[src/logic/cfp_pkg.sv]
// package of offsets, field positions and reset values for the config fuse block
package cfp_pkg;
   // register byte offsets on the apb bus
   localparam logic [7:0] CFP_OFF_CPU = 8'h00;
   localparam logic [7:0] CFP_OFF_CODE_LO = 8'h04;
   localparam logic [7:0] CFP_OFF_CODE_HI = 8'h08;
   localparam logic [7:0] CFP_OFF_WR_LO = 8'h0c;
   localparam logic [7:0] CFP_OFF_WR_HI = 8'h10;
   localparam logic [7:0] CFP_OFF_CTRL = 8'h14;
   localparam logic [7:0] CFP_OFF_ACCESS = 8'h18;
   localparam logic [7:0] CFP_OFF_STATUS = 8'h1c;
   // field positions in the cpu option byte
   localparam int CFP_BIT_DEBUG = 7;
   localparam int CFP_BIT_EXT = 6;
   localparam int CFP_BIT_BOOT_SIZE = 3;
   localparam int CFP_BIT_LOW_VOLT = 2;
   localparam int CFP_BIT_STACK = 0;
   // field positions in the lock bytes
   localparam int CFP_BIT_BLOCK1 = 1;
   localparam int CFP_BIT_BLOCK0 = 0;
   localparam int CFP_BIT_EEPROM = 7;
   localparam int CFP_BIT_BOOT = 6;
   localparam int CFP_BIT_CONFIG = 5;
   // implemented bit masks
   localparam logic [7:0] CFP_MASK_CPU = 8'hcd;
   localparam logic [7:0] CFP_MASK_LO = 8'h03;
   localparam logic [7:0] CFP_MASK_CODE_HI = 8'hc0;
   localparam logic [7:0] CFP_MASK_WR_HI = 8'he0;
   // unprogrammed values
   localparam logic [7:0] CFP_RST_CPU = 8'h85;
   localparam logic [7:0] CFP_RST_LO = 8'h03;
   localparam logic [7:0] CFP_RST_CODE_HI = 8'hc0;
   localparam logic [7:0] CFP_RST_WR_HI = 8'he0;
   // boot block sizes in words
   localparam logic [11:0] CFP_BOOT_2KW = 12'h800;
   localparam logic [11:0] CFP_BOOT_1KW = 12'h400;
   localparam logic [11:0] CFP_BOOT_512W = 12'h200;
   // program memory block 0 ends (exclusive) above the boot block
   localparam logic [15:0] CFP_BLOCK0_END_BIG = 16'h2000;
   localparam logic [15:0] CFP_BLOCK0_END_SMALL = 16'h1000;
   // access kinds on the access check port
   localparam logic [1:0] CFP_KIND_PROG = 2'h0;
   localparam logic [1:0] CFP_KIND_EEPROM = 2'h1;
   localparam logic [1:0] CFP_KIND_CONFIG = 2'h2;
   // programmer state encoding
   typedef enum logic [1:0]
   {
      CFP_ST_RUN = 2'b00,
      CFP_ST_PROG = 2'b01,
      CFP_ST_LEAVE = 2'b11
   } cfp_mode_type;
endpackage

[src/logic/cfp_sync.sv]
// two flip-flop synchroniser for an asynchronous level
`timescale 1ns/10ps
`default_nettype none
module cfp_sync
   import cfp_pkg::*;
(
   input wire logic pclk,
   input wire logic presetn,
   input wire logic async_in,
   output logic sync_out
);
   // first stage, read only by the second
   logic meta_reg;
   // two stage capture
   always_ff @(posedge pclk or negedge presetn)
   begin
      if (!presetn)
      begin
         meta_reg <= 1'b0;
         sync_out <= 1'b0;
      end
      else
      begin
         meta_reg <= async_in;
         sync_out <= meta_reg;
      end
   end
endmodule
`default_nettype wire

[src/logic/cfp_lock_byte.sv]
// one clearable-only lock byte with mask and unprogrammed value
`timescale 1ns/10ps
`default_nettype none
module cfp_lock_byte
   import cfp_pkg::*;
#(
   parameter logic [7:0] MASK = 8'h03,
   parameter logic [7:0] INIT = 8'h03
)
(
   input wire logic pclk,
   input wire logic presetn,
   input wire logic wr_en,
   input wire logic [7:0] wr_data,
   output logic [7:0] value
);
   // stored byte
   logic [7:0] byte_reg;
   // a write may only clear bits, never set them
   wire [7:0] byte_next = byte_reg & (wr_data | ~MASK) & MASK;
   // hold unprogrammed value until cleared
   always_ff @(posedge pclk or negedge presetn)
   begin
      if (!presetn)
         byte_reg <= INIT;
      else if (wr_en)
         byte_reg <= byte_next;
   end
   // unimplemented positions read zero
   assign value = byte_reg & MASK;
   // a set bit can only appear through reset
   a_no_set_back: assert property
      (@(posedge pclk) disable iff (!presetn)
      (byte_reg & ~$past(byte_reg)) == 8'h00)
      else $error("lock bit returned to one");
endmodule
`default_nettype wire

[src/logic/cfp_top.sv]
// config fuse protection block with apb registers and access checking
//
// Contract
// - without debug variant, debug bit reads one
// - bit 6 enables extended instruction set
// - bit 3 selects boot block size per variant
// - low voltage programming only when bit 2 set
// - stack fault reset only when bit 0 set
// - unimplemented bits read zero
// - code lock low protects blocks 1 and 0
// - code lock high bit 7 protects eeprom
// - code lock high bit 6 protects boot
// - write lock low protects blocks 1 and 0
// - write lock high bit 7 protects eeprom
// - write lock high bit 6 protects boot
// - write lock high bit 5 protects config
// - config lock changes only in program mode
// - lock bits only clear, never set
// - unprogrammed values of all fields
//
// The register offsets and register access over APB were chosen for this implementation.
`timescale 1ns/10ps
`default_nettype none
module cfp_top
   import cfp_pkg::*;
#(
   parameter bit DEBUG_VARIANT = 1'b0,
   parameter bit LARGE_VARIANT = 1'b1
)
(
   input wire logic pclk,
   input wire logic presetn,
   input wire logic psel,
   input wire logic penable,
   input wire logic pwrite,
   input wire logic [7:0] paddr,
   input wire logic [31:0] pwdata,
   output logic [31:0] prdata,
   output logic pready,
   output logic pslverr,
   input wire logic program_mode_pin,
   input wire logic stack_fault,
   input wire logic lv_entry_req,
   input wire logic [15:0] nvm_addr,
   input wire logic [1:0] nvm_kind,
   input wire logic [7:0] nvm_rd_raw,
   output logic nvm_wr_allow,
   output logic [7:0] nvm_rd_data,
   output logic debugger_enable,
   output logic extended_instruction_enable,
   output logic [11:0] boot_region_size,
   output logic lv_entry_grant,
   output logic stack_fault_reset
);
   // synchronised program mode level
   logic prog_sync;
   // programmer state
   cfp_mode_type mode_reg;
   cfp_mode_type mode_next;
   // cpu option byte, programmable bits
   logic [7:0] cpu_reg;
   // lock byte values
   logic [7:0] code_lo;
   logic [7:0] code_hi;
   logic [7:0] wr_lo;
   logic [7:0] wr_hi;
   // config write lock held apart because it needs program mode
   logic cfg_lock_reg;
   // registered outputs
   logic stack_reset_reg;
   logic lv_grant_reg;
   logic wr_allow_reg;
   logic [7:0] rd_data_reg;
   logic [31:0] prdata_reg;
   logic refused_reg;

   // program mode pin crosses into pclk
   cfp_sync u_prog_sync
   (
      .pclk(pclk),
      .presetn(presetn),
      .async_in(program_mode_pin),
      .sync_out(prog_sync)
   );

   // apb decode, one cycle access, answer on the access phase
   wire access = psel & penable;
   wire wr_strobe = access & pwrite;
   wire in_prog = (mode_reg == CFP_ST_PROG);
   wire hit_cpu = (paddr == CFP_OFF_CPU);
   wire hit_code_lo = (paddr == CFP_OFF_CODE_LO);
   wire hit_code_hi = (paddr == CFP_OFF_CODE_HI);
   wire hit_wr_lo = (paddr == CFP_OFF_WR_LO);
   wire hit_wr_hi = (paddr == CFP_OFF_WR_HI);
   wire hit_ctrl = (paddr == CFP_OFF_CTRL);
   wire hit_access = (paddr == CFP_OFF_ACCESS);
   wire hit_status = (paddr == CFP_OFF_STATUS);
   wire hit_any = hit_cpu | hit_code_lo | hit_code_hi | hit_wr_lo |
                  hit_wr_hi | hit_ctrl | hit_access | hit_status;
   // config bytes change only when unlocked and in program mode
   wire cfg_writable = in_prog & cfg_lock_reg;
   wire cfg_wr = wr_strobe & cfg_writable;
   wire cfg_hit = hit_cpu | hit_code_lo | hit_code_hi | hit_wr_lo | hit_wr_hi;
   // refused: unmapped, or config write outside allowed state
   wire bad_wr = wr_strobe & cfg_hit & ~cfg_writable;
   wire err_now = access & (~hit_any | bad_wr);

   // program mode tracker: run, prog, leave
   always_comb
   begin
      mode_next = mode_reg;
      case (mode_reg)
         CFP_ST_RUN:
            if (prog_sync)
               mode_next = CFP_ST_PROG;
         CFP_ST_PROG:
            if (!prog_sync)
               mode_next = CFP_ST_LEAVE;
         CFP_ST_LEAVE:
            mode_next = CFP_ST_RUN;
         default:
            mode_next = CFP_ST_RUN;
      endcase
   end

   // mode state register
   always_ff @(posedge pclk or negedge presetn)
   begin
      if (!presetn)
         mode_reg <= CFP_ST_RUN;
      else
         mode_reg <= mode_next;
   end

   // cpu option byte next value, debug bit taken from the write data like bits 6, 3, 2 and 0
   wire [7:0] cpu_next = (pwdata[7:0] & CFP_MASK_CPU) |
                         (CFP_RST_CPU & ~CFP_MASK_CPU);

   // cpu option byte store
   always_ff @(posedge pclk or negedge presetn)
   begin
      if (!presetn)
         cpu_reg <= CFP_RST_CPU;
      else if (cfg_wr & hit_cpu)
         cpu_reg <= cpu_next;
   end

   // config write lock: program mode only, clear only
   always_ff @(posedge pclk or negedge presetn)
   begin
      if (!presetn)
         cfg_lock_reg <= 1'b1;
      else if (cfg_wr & hit_wr_hi & ~pwdata[CFP_BIT_CONFIG])
         cfg_lock_reg <= 1'b0;
   end

   // clearable lock bytes
   cfp_lock_byte #(.MASK(CFP_MASK_LO), .INIT(CFP_RST_LO)) u_code_lo
   (
      .pclk(pclk),
      .presetn(presetn),
      .wr_en(cfg_wr & hit_code_lo),
      .wr_data(pwdata[7:0]),
      .value(code_lo)
   );
   cfp_lock_byte #(.MASK(CFP_MASK_CODE_HI), .INIT(CFP_RST_CODE_HI)) u_code_hi
   (
      .pclk(pclk),
      .presetn(presetn),
      .wr_en(cfg_wr & hit_code_hi),
      .wr_data(pwdata[7:0]),
      .value(code_hi)
   );
   cfp_lock_byte #(.MASK(CFP_MASK_LO), .INIT(CFP_RST_LO)) u_wr_lo
   (
      .pclk(pclk),
      .presetn(presetn),
      .wr_en(cfg_wr & hit_wr_lo),
      .wr_data(pwdata[7:0]),
      .value(wr_lo)
   );
   cfp_lock_byte #(.MASK(CFP_MASK_CODE_HI), .INIT(CFP_RST_CODE_HI)) u_wr_hi
   (
      .pclk(pclk),
      .presetn(presetn),
      .wr_en(cfg_wr & hit_wr_hi),
      .wr_data(pwdata[7:0]),
      .value(wr_hi)
   );

   // debug bit reads one on parts without the debug variant
   wire debug_bit = DEBUG_VARIANT ? cpu_reg[CFP_BIT_DEBUG] : 1'b1;
   wire [7:0] cpu_view = {debug_bit, cpu_reg[6:0] & CFP_MASK_CPU[6:0]};
   wire [7:0] wr_hi_view = (wr_hi & CFP_MASK_CODE_HI) |
                           {2'b00, cfg_lock_reg, 5'b00000};

   // option decode
   assign debugger_enable = ~debug_bit;
   assign extended_instruction_enable = cpu_reg[CFP_BIT_EXT];
   // boot block size depends on variant and bit 3
   wire [11:0] size_big = cpu_reg[CFP_BIT_BOOT_SIZE] ?
                          CFP_BOOT_2KW : CFP_BOOT_1KW;
   wire [11:0] size_small = cpu_reg[CFP_BIT_BOOT_SIZE] ?
                            CFP_BOOT_1KW : CFP_BOOT_512W;
   assign boot_region_size = LARGE_VARIANT ? size_big : size_small;

   // region decode of the checked address
   wire [15:0] boot_end = {4'h0, boot_region_size};
   wire [15:0] blk0_end = LARGE_VARIANT ? CFP_BLOCK0_END_BIG :
                          CFP_BLOCK0_END_SMALL;
   wire is_prog = (nvm_kind == CFP_KIND_PROG);
   wire is_eeprom = (nvm_kind == CFP_KIND_EEPROM);
   wire is_config = (nvm_kind == CFP_KIND_CONFIG);
   wire in_boot = is_prog & (nvm_addr < boot_end);
   wire in_blk0 = is_prog & ~in_boot & (nvm_addr < blk0_end);
   wire in_blk1 = is_prog & ~in_boot & ~in_blk0;
   // write locks, zero means protected
   wire wr_locked = (in_blk1 & ~wr_lo[CFP_BIT_BLOCK1]) |
                    (in_blk0 & ~wr_lo[CFP_BIT_BLOCK0]) |
                    (is_eeprom & ~wr_hi[CFP_BIT_EEPROM]) |
                    (in_boot & ~wr_hi[CFP_BIT_BOOT]) |
                    (is_config & ~cfg_lock_reg);
   // code locks, zero means protected
   wire rd_locked = (in_blk1 & ~code_lo[CFP_BIT_BLOCK1]) |
                    (in_blk0 & ~code_lo[CFP_BIT_BLOCK0]) |
                    (is_eeprom & ~code_hi[CFP_BIT_EEPROM]) |
                    (in_boot & ~code_hi[CFP_BIT_BOOT]);

   // registered gating of core requests and checked accesses
   always_ff @(posedge pclk or negedge presetn)
   begin
      if (!presetn)
      begin
         stack_reset_reg <= 1'b0;
         lv_grant_reg <= 1'b0;
         wr_allow_reg <= 1'b0;
         rd_data_reg <= 8'h00;
      end
      else
      begin
         stack_reset_reg <= stack_fault & cpu_reg[CFP_BIT_STACK];
         lv_grant_reg <= lv_entry_req & cpu_reg[CFP_BIT_LOW_VOLT];
         wr_allow_reg <= ~wr_locked;
         rd_data_reg <= rd_locked ? 8'h00 : nvm_rd_raw;
      end
   end
   assign stack_fault_reset = stack_reset_reg;
   assign lv_entry_grant = lv_grant_reg;
   assign nvm_wr_allow = wr_allow_reg;
   assign nvm_rd_data = rd_data_reg;

   // read mux
   wire [31:0] status_word = {28'h0000000, refused_reg, cfg_writable,
                              in_prog, prog_sync};
   wire [31:0] access_word = {30'h00000000, rd_locked, wr_locked};
   wire [31:0] rd_mux =
      hit_cpu ? {24'h000000, cpu_view} :
      hit_code_lo ? {24'h000000, code_lo} :
      hit_code_hi ? {24'h000000, code_hi} :
      hit_wr_lo ? {24'h000000, wr_lo} :
      hit_wr_hi ? {24'h000000, wr_hi_view} :
      hit_access ? access_word :
      hit_status ? status_word :
      32'h00000000;

   // read data and refused flag capture
   always_ff @(posedge pclk or negedge presetn)
   begin
      if (!presetn)
      begin
         prdata_reg <= 32'h00000000;
         refused_reg <= 1'b0;
      end
      else
      begin
         if (psel & ~penable & ~pwrite)
            prdata_reg <= rd_mux;
         if (err_now)
            refused_reg <= 1'b1;
         else if (wr_strobe & hit_ctrl & pwdata[0])
            refused_reg <= 1'b0;
      end
   end
   assign prdata = prdata_reg;
   assign pready = 1'b1;
   assign pslverr = err_now;

   // outside program mode the config lock cannot drop
   a_cfg_lock_hold: assert property
      (@(posedge pclk) disable iff (!presetn)
      (!in_prog) |=> !$fell(cfg_lock_reg))
      else $error("config lock changed outside program mode");
   // no stack fault reset one cycle after a fault while bit 0 is clear
   a_stack_gate: assert property
      (@(posedge pclk) disable iff (!presetn)
      (stack_fault && !cpu_reg[CFP_BIT_STACK]) |=> !stack_fault_reset)
      else $error("stack fault reset while disabled");
   // the release edge still loads reset values, so it is left out
   a_stack_fire: assert property
      (@(posedge pclk) disable iff (!presetn)
      (presetn && stack_fault && cpu_reg[CFP_BIT_STACK]) |=> stack_fault_reset)
      else $error("stack fault reset missing");
   // low voltage entry needs its enable
   a_lowv_gate: assert property
      (@(posedge pclk) disable iff (!presetn)
      (lv_entry_req && !cpu_reg[CFP_BIT_LOW_VOLT]) |=> !lv_entry_grant)
      else $error("low voltage entry granted while disabled");
   a_lowv_fire: assert property
      (@(posedge pclk) disable iff (!presetn)
      (presetn && lv_entry_req && cpu_reg[CFP_BIT_LOW_VOLT])
      |=> lv_entry_grant)
      else $error("low voltage entry not granted");
   // locked writes refused next cycle
   a_wr_refuse: assert property
      (@(posedge pclk) disable iff (!presetn)
      wr_locked |=> !nvm_wr_allow)
      else $error("write allowed into locked region");
   // open regions stay writable
   a_wr_open: assert property
      (@(posedge pclk) disable iff (!presetn)
      (presetn && !wr_locked) |=> nvm_wr_allow)
      else $error("write refused in open region");
   // protected reads return zero
   a_rd_blank: assert property
      (@(posedge pclk) disable iff (!presetn)
      rd_locked |=> (nvm_rd_data == 8'h00))
      else $error("protected contents leaked");
   // open reads pass the raw byte through
   a_rd_pass: assert property
      (@(posedge pclk) disable iff (!presetn)
      (presetn && !rd_locked) |=> (nvm_rd_data == $past(nvm_rd_raw)))
      else $error("open read data wrong");
   // debug bit reads one without debug variant
   a_debug_one: assert property
      (@(posedge pclk) disable iff (!presetn)
      !DEBUG_VARIANT |-> (cpu_view[CFP_BIT_DEBUG] && !debugger_enable))
      else $error("debug bit not one");
   // unimplemented bits of the cpu byte stay zero
   a_cpu_unimpl: assert property
      (@(posedge pclk) disable iff (!presetn)
      (cpu_view & ~CFP_MASK_CPU) == 8'h00)
      else $error("unimplemented bit set");
   // refused config write leaves the cpu byte alone
   a_cpu_locked: assert property
      (@(posedge pclk) disable iff (!presetn)
      (bad_wr && hit_cpu) |=> $stable(cpu_reg))
      else $error("locked config write took effect");
   // once the config lock is down the cpu byte is frozen
   a_cfg_frozen: assert property
      (@(posedge pclk) disable iff (!presetn)
      (!cfg_lock_reg) |=> $stable(cpu_reg))
      else $error("cpu byte changed under config lock");
   // boot size is 2KW on the large variant with bit 3 set
   a_boot_size: assert property
      (@(posedge pclk) disable iff (!presetn)
      (LARGE_VARIANT && cpu_reg[CFP_BIT_BOOT_SIZE]) |->
      (boot_region_size == CFP_BOOT_2KW))
      else $error("boot size wrong");
endmodule
`default_nettype wire

[config.mk]
export PLATFORM = sky130hd
export DESIGN_NAME = cfp_top
export DESIGN_NICKNAME = d
export VERILOG_FILES = /design/src/logic/cfp_pkg.sv /design/src/logic/cfp_sync.sv /design/src/logic/cfp_lock_byte.sv /design/src/logic/cfp_top.sv
export SDC_FILE = /design/constraint.sdc
export NUM_CORES = 1
export LEC_CHECK = 0
export CAP_MARGIN = 20
export CORE_UTILIZATION = 40
export DETAILED_ROUTE_END_ITERATION = 8
export DONT_BUFFER_PORTS = 1
export HOLD_SLACK_MARGIN = 0.15
export SKIP_LAST_GASP = 1
export SLEW_MARGIN = 20
export SYNTH_ARGS = -nofsm -noshare
export SYNTH_HDL_FRONTEND = slang
export SYNTH_SLANG_ARGS = --single-unit
[constraint.sdc]
create_clock -name pclk -period 2.5 [get_ports pclk]
set_input_delay 0.125 -clock pclk [delete_from_list [all_inputs] [get_ports pclk]]
set_output_delay 0.125 -clock pclk [all_outputs]
set_load 0.02 [all_outputs]
==> results.ini <==
[status]
outcome=complete, no violations

[floorplan]
die_x_um=71.4
core-area_um2=4500
die_height_um=71.4
rows=24
io_pins=133
dieArea_um2=5100
start_util=0.428

[critical_path]
ff2ff_setup_slack_ns=0.23
worst_path_max_delay_cell=dfstp_2
worstPathCellList=and3b_2 > nand4_1 > or3_4 > o31a_1 > dlygate4sd3_1
crit_path_end_kind=flop
cp-start-kind=flop
critPathTopFamily=simple AND/OR/NAND/NOR gates
critical_path_arrival_ns=2.48
critPathKind=flop to flop
r2r_start=cfg_lock_reg
crit_fanout=4
cp.required_ns=2.71
crit_path_max_incr_delay_ns=0.56
r2r-end=u_wr_lo.byte_reg[1]
worst-path-buf-inv=1
rr_worst_depth=5

[sta]
worst_slack_ns=0.233
rsz0062_at_grt=false
layout_worst_path_cycle_share=0.907
max-slew-margin-rel=0.539
setup_tns_ns=0
setup_viol=0
final.min_clock_period_ns=2.27
slew_viol_final=0
clock_skew_ns=0.00477
hold_viol_final=0
max_slew.worst_pin.slew_ns=0.688
max_freq_mhz=441

[clocking]
ctsHtreeMaxLevel=2
clk_path_buf_depth=2
path_clk_slew_ns=0.07
cts_buffers=5
clk_latency_ns=0.28
cts_tree=yes
post_cts_buffers=0
root_buffer=clkbuf_8
cts.sinks=36

[route]
drt_first_pass_iters=6
drt_iter0_markers=38
drc=0
wl_per_cell_um=14.1
vias_per_cell=5.01
final_antenna_net_count=0
wl_mm=3.96
vias=1402

[power]
cellPowerDensity_nw_per_um2=527
p_leak_nw=0.983
irDropWorstVdd_mv=0.307

[grt]
antenna_found_initial=0
overflow=0
grt_pass1_wl_mm=6.33
grt_max_degree=37
grt_pass1_vias=1302
grtUsageTotal=0.166

[logic_synthesis]
syn_area_um2=1930
synth_area_per_cell_um2=10.1
synth_cells=191
ys_seq_elements=36
yosysUniqueCellTypes=41
seq_area_frac_synth=0.474
yosys_warnings=0

[worst_hold_path]
hold_depth=3
hp-class=input pin to flop
hold_start=paddr[2]
whs_endpoint=prdata[2]

[final_layout]
seq_area_um2=915
drive_above_1_share=0.127
syn_to_final_growth_pct=17.0
largest_register_ffs=8
n_antenna_cell=0
multi_input_area_um2=826
n_fill_cell=436
design.final.nets=302

[placement]
place_congestion=0.816
port_buffers=0
dpl_worst_slack_ns=0.286
dpl.hpwl_mm=2.76

[flow_run]
max_cap_violations=0

==> what timing repair did <==
action                                 CTS  global route
hold buffers                            34             0
endpoints found under the hold margin   68             0
gates resized for setup                  0             0
==> stage by stage <==
step                hold WS (ns)  area, um2  std cells  power [W]  utilization
floorplan                 -0.171       2060        226   0.000796            -
global placement          -0.169       1820        238   0.000757        0.405
detailed placement        -0.169       1820        238   0.000759        0.405
CTS                        0.160       2260        280    0.00121        0.501
global route               0.177       2260        280    0.00124        0.501
finish                     0.159       2260        280    0.00119        0.501
==> cell usage after synthesis <==
cell type	instances	area share
a211oi_1	1	0.0039
a21boi_0	1	0.0039
a21o_1	1	0.0039
a21oi_1	3	0.0078
a31o_2	1	0.0045
a31oi_1	2	0.0065
a32oi_1	2	0.0091
and2_1	13	0.042
and3_1	1	0.0032
and3b_2	1	0.0052
buf_4	39	0.15
buf_6	1	0.0058
clkbuf_1	1	0.0019
conb_1	2	0.0039
dfrtp_1	25	0.32
dfstp_2	11	0.15
ha_1	1	0.0065
inv_1	3	0.0058
mux2_2	4	0.023
mux2i_1	4	0.021
nand2_1	16	0.031
nand2b_1	4	0.013
nand3_1	3	0.0078
nand3b_1	1	0.0039
nand4_1	1	0.0032
nor2_1	13	0.025
nor2b_1	1	0.0032
nor3_1	4	0.010
nor4bb_1	1	0.0052
o2111ai_1	1	0.0045
o21a_1	3	0.012
o21ai_0	10	0.026
o221ai_1	1	0.0045
o22ai_1	3	0.0097
o31a_1	6	0.027
o31ai_1	1	0.0039
or2_4	1	0.0045
or2b_1	1	0.0039
or3_4	1	0.0058
or3b_2	1	0.0045
or4_4	1	0.0058
==> cell families after synthesis <==
| logic type | share of synthesized area |
|---|---|
| muxes | 0.0441 |
| DFF | 0.474 |
| adders and majority gates | 0.00649 |
| AOI/OAI and AO/OA | 0.127 |
| and+or+nand+nor | 0.178 |
| other | 0.00390 |
| buffers and inverters | 0.165 |
==> tightest hold or removal path, stage by stage <==
cell and delay [ns]:
nor3_1 0.05, a32oi_1 0.14, o21ai_0 0.08
==> final cells by class <==
class / count / area share
timing repair buffer: 35 / 0.159
inverter: 3 / 0.00499
clock inverter: 1 / 0.00222
sequential: 36 / 0.405
tap: 52 / 0.0288
clock buffer: 7 / 0.0338
multi-input combinational: 146 / 0.366
==> power by group <==
part	switching [W]	leakage, nW	internal, W
Sequential	0.0000356	0.433	0.000608
Clock	0.000192	0.0422	0.000195
Combinational	0.000102	0.508	0.0000565
==> worst max-delay path by stage <==
stage | from | depth (start not counted) | slack, ns | to
2_1_floorplan | cpu_reg[3] | 7 | 0.76 | prdata[1]
3_3_place_gp | cpu_reg[3] | 7 | 0.32 | prdata[1]
3_5_place_dp | cpu_reg[3] | 7 | 0.29 | prdata[1]
4_1_cts | cfg_lock_reg | 5 | 0.26 | u_wr_lo.byte_reg[0]
5_1_grt | cpu_reg[3] | 7 | 0.10 | prdata[1]
6_report | cfg_lock_reg | 5 | 0.23 | u_wr_lo.byte_reg[1]
==> placed cells by master, fill, tap and decap left out, types with 3 or more instances in the layout <==
cell,count
conb_1,37
mux2_2,4
o21ai_0,10
a21oi_1,3
and2_1,13
nand2_1,16
nor3_1,4
nand2b_1,4
o21a_1,3
o31a_1,6
mux2i_1,4
o22ai_1,3
dlygate4sd3_1,33
clkbuf_8,5
inv_1,3
nand3_1,3
nor2_1,13
dfstp_2,11
dfrtp_1,25
==> routing by layer <==
| metal | track usage | wire length [um] | part of all wire |
|---|---|---|---|
| met4 | 0.0733 | 65 | 0.016 |
| met2 | 0.270 | 1920 | 0.48 |
| met1 | 0.202 | 1720 | 0.43 |
| met3 | 0.0549 | 258 | 0.065 |
| met5 | 0 | 0 | 0 |
Note: power is estimated with default switching activity, not from simulation.
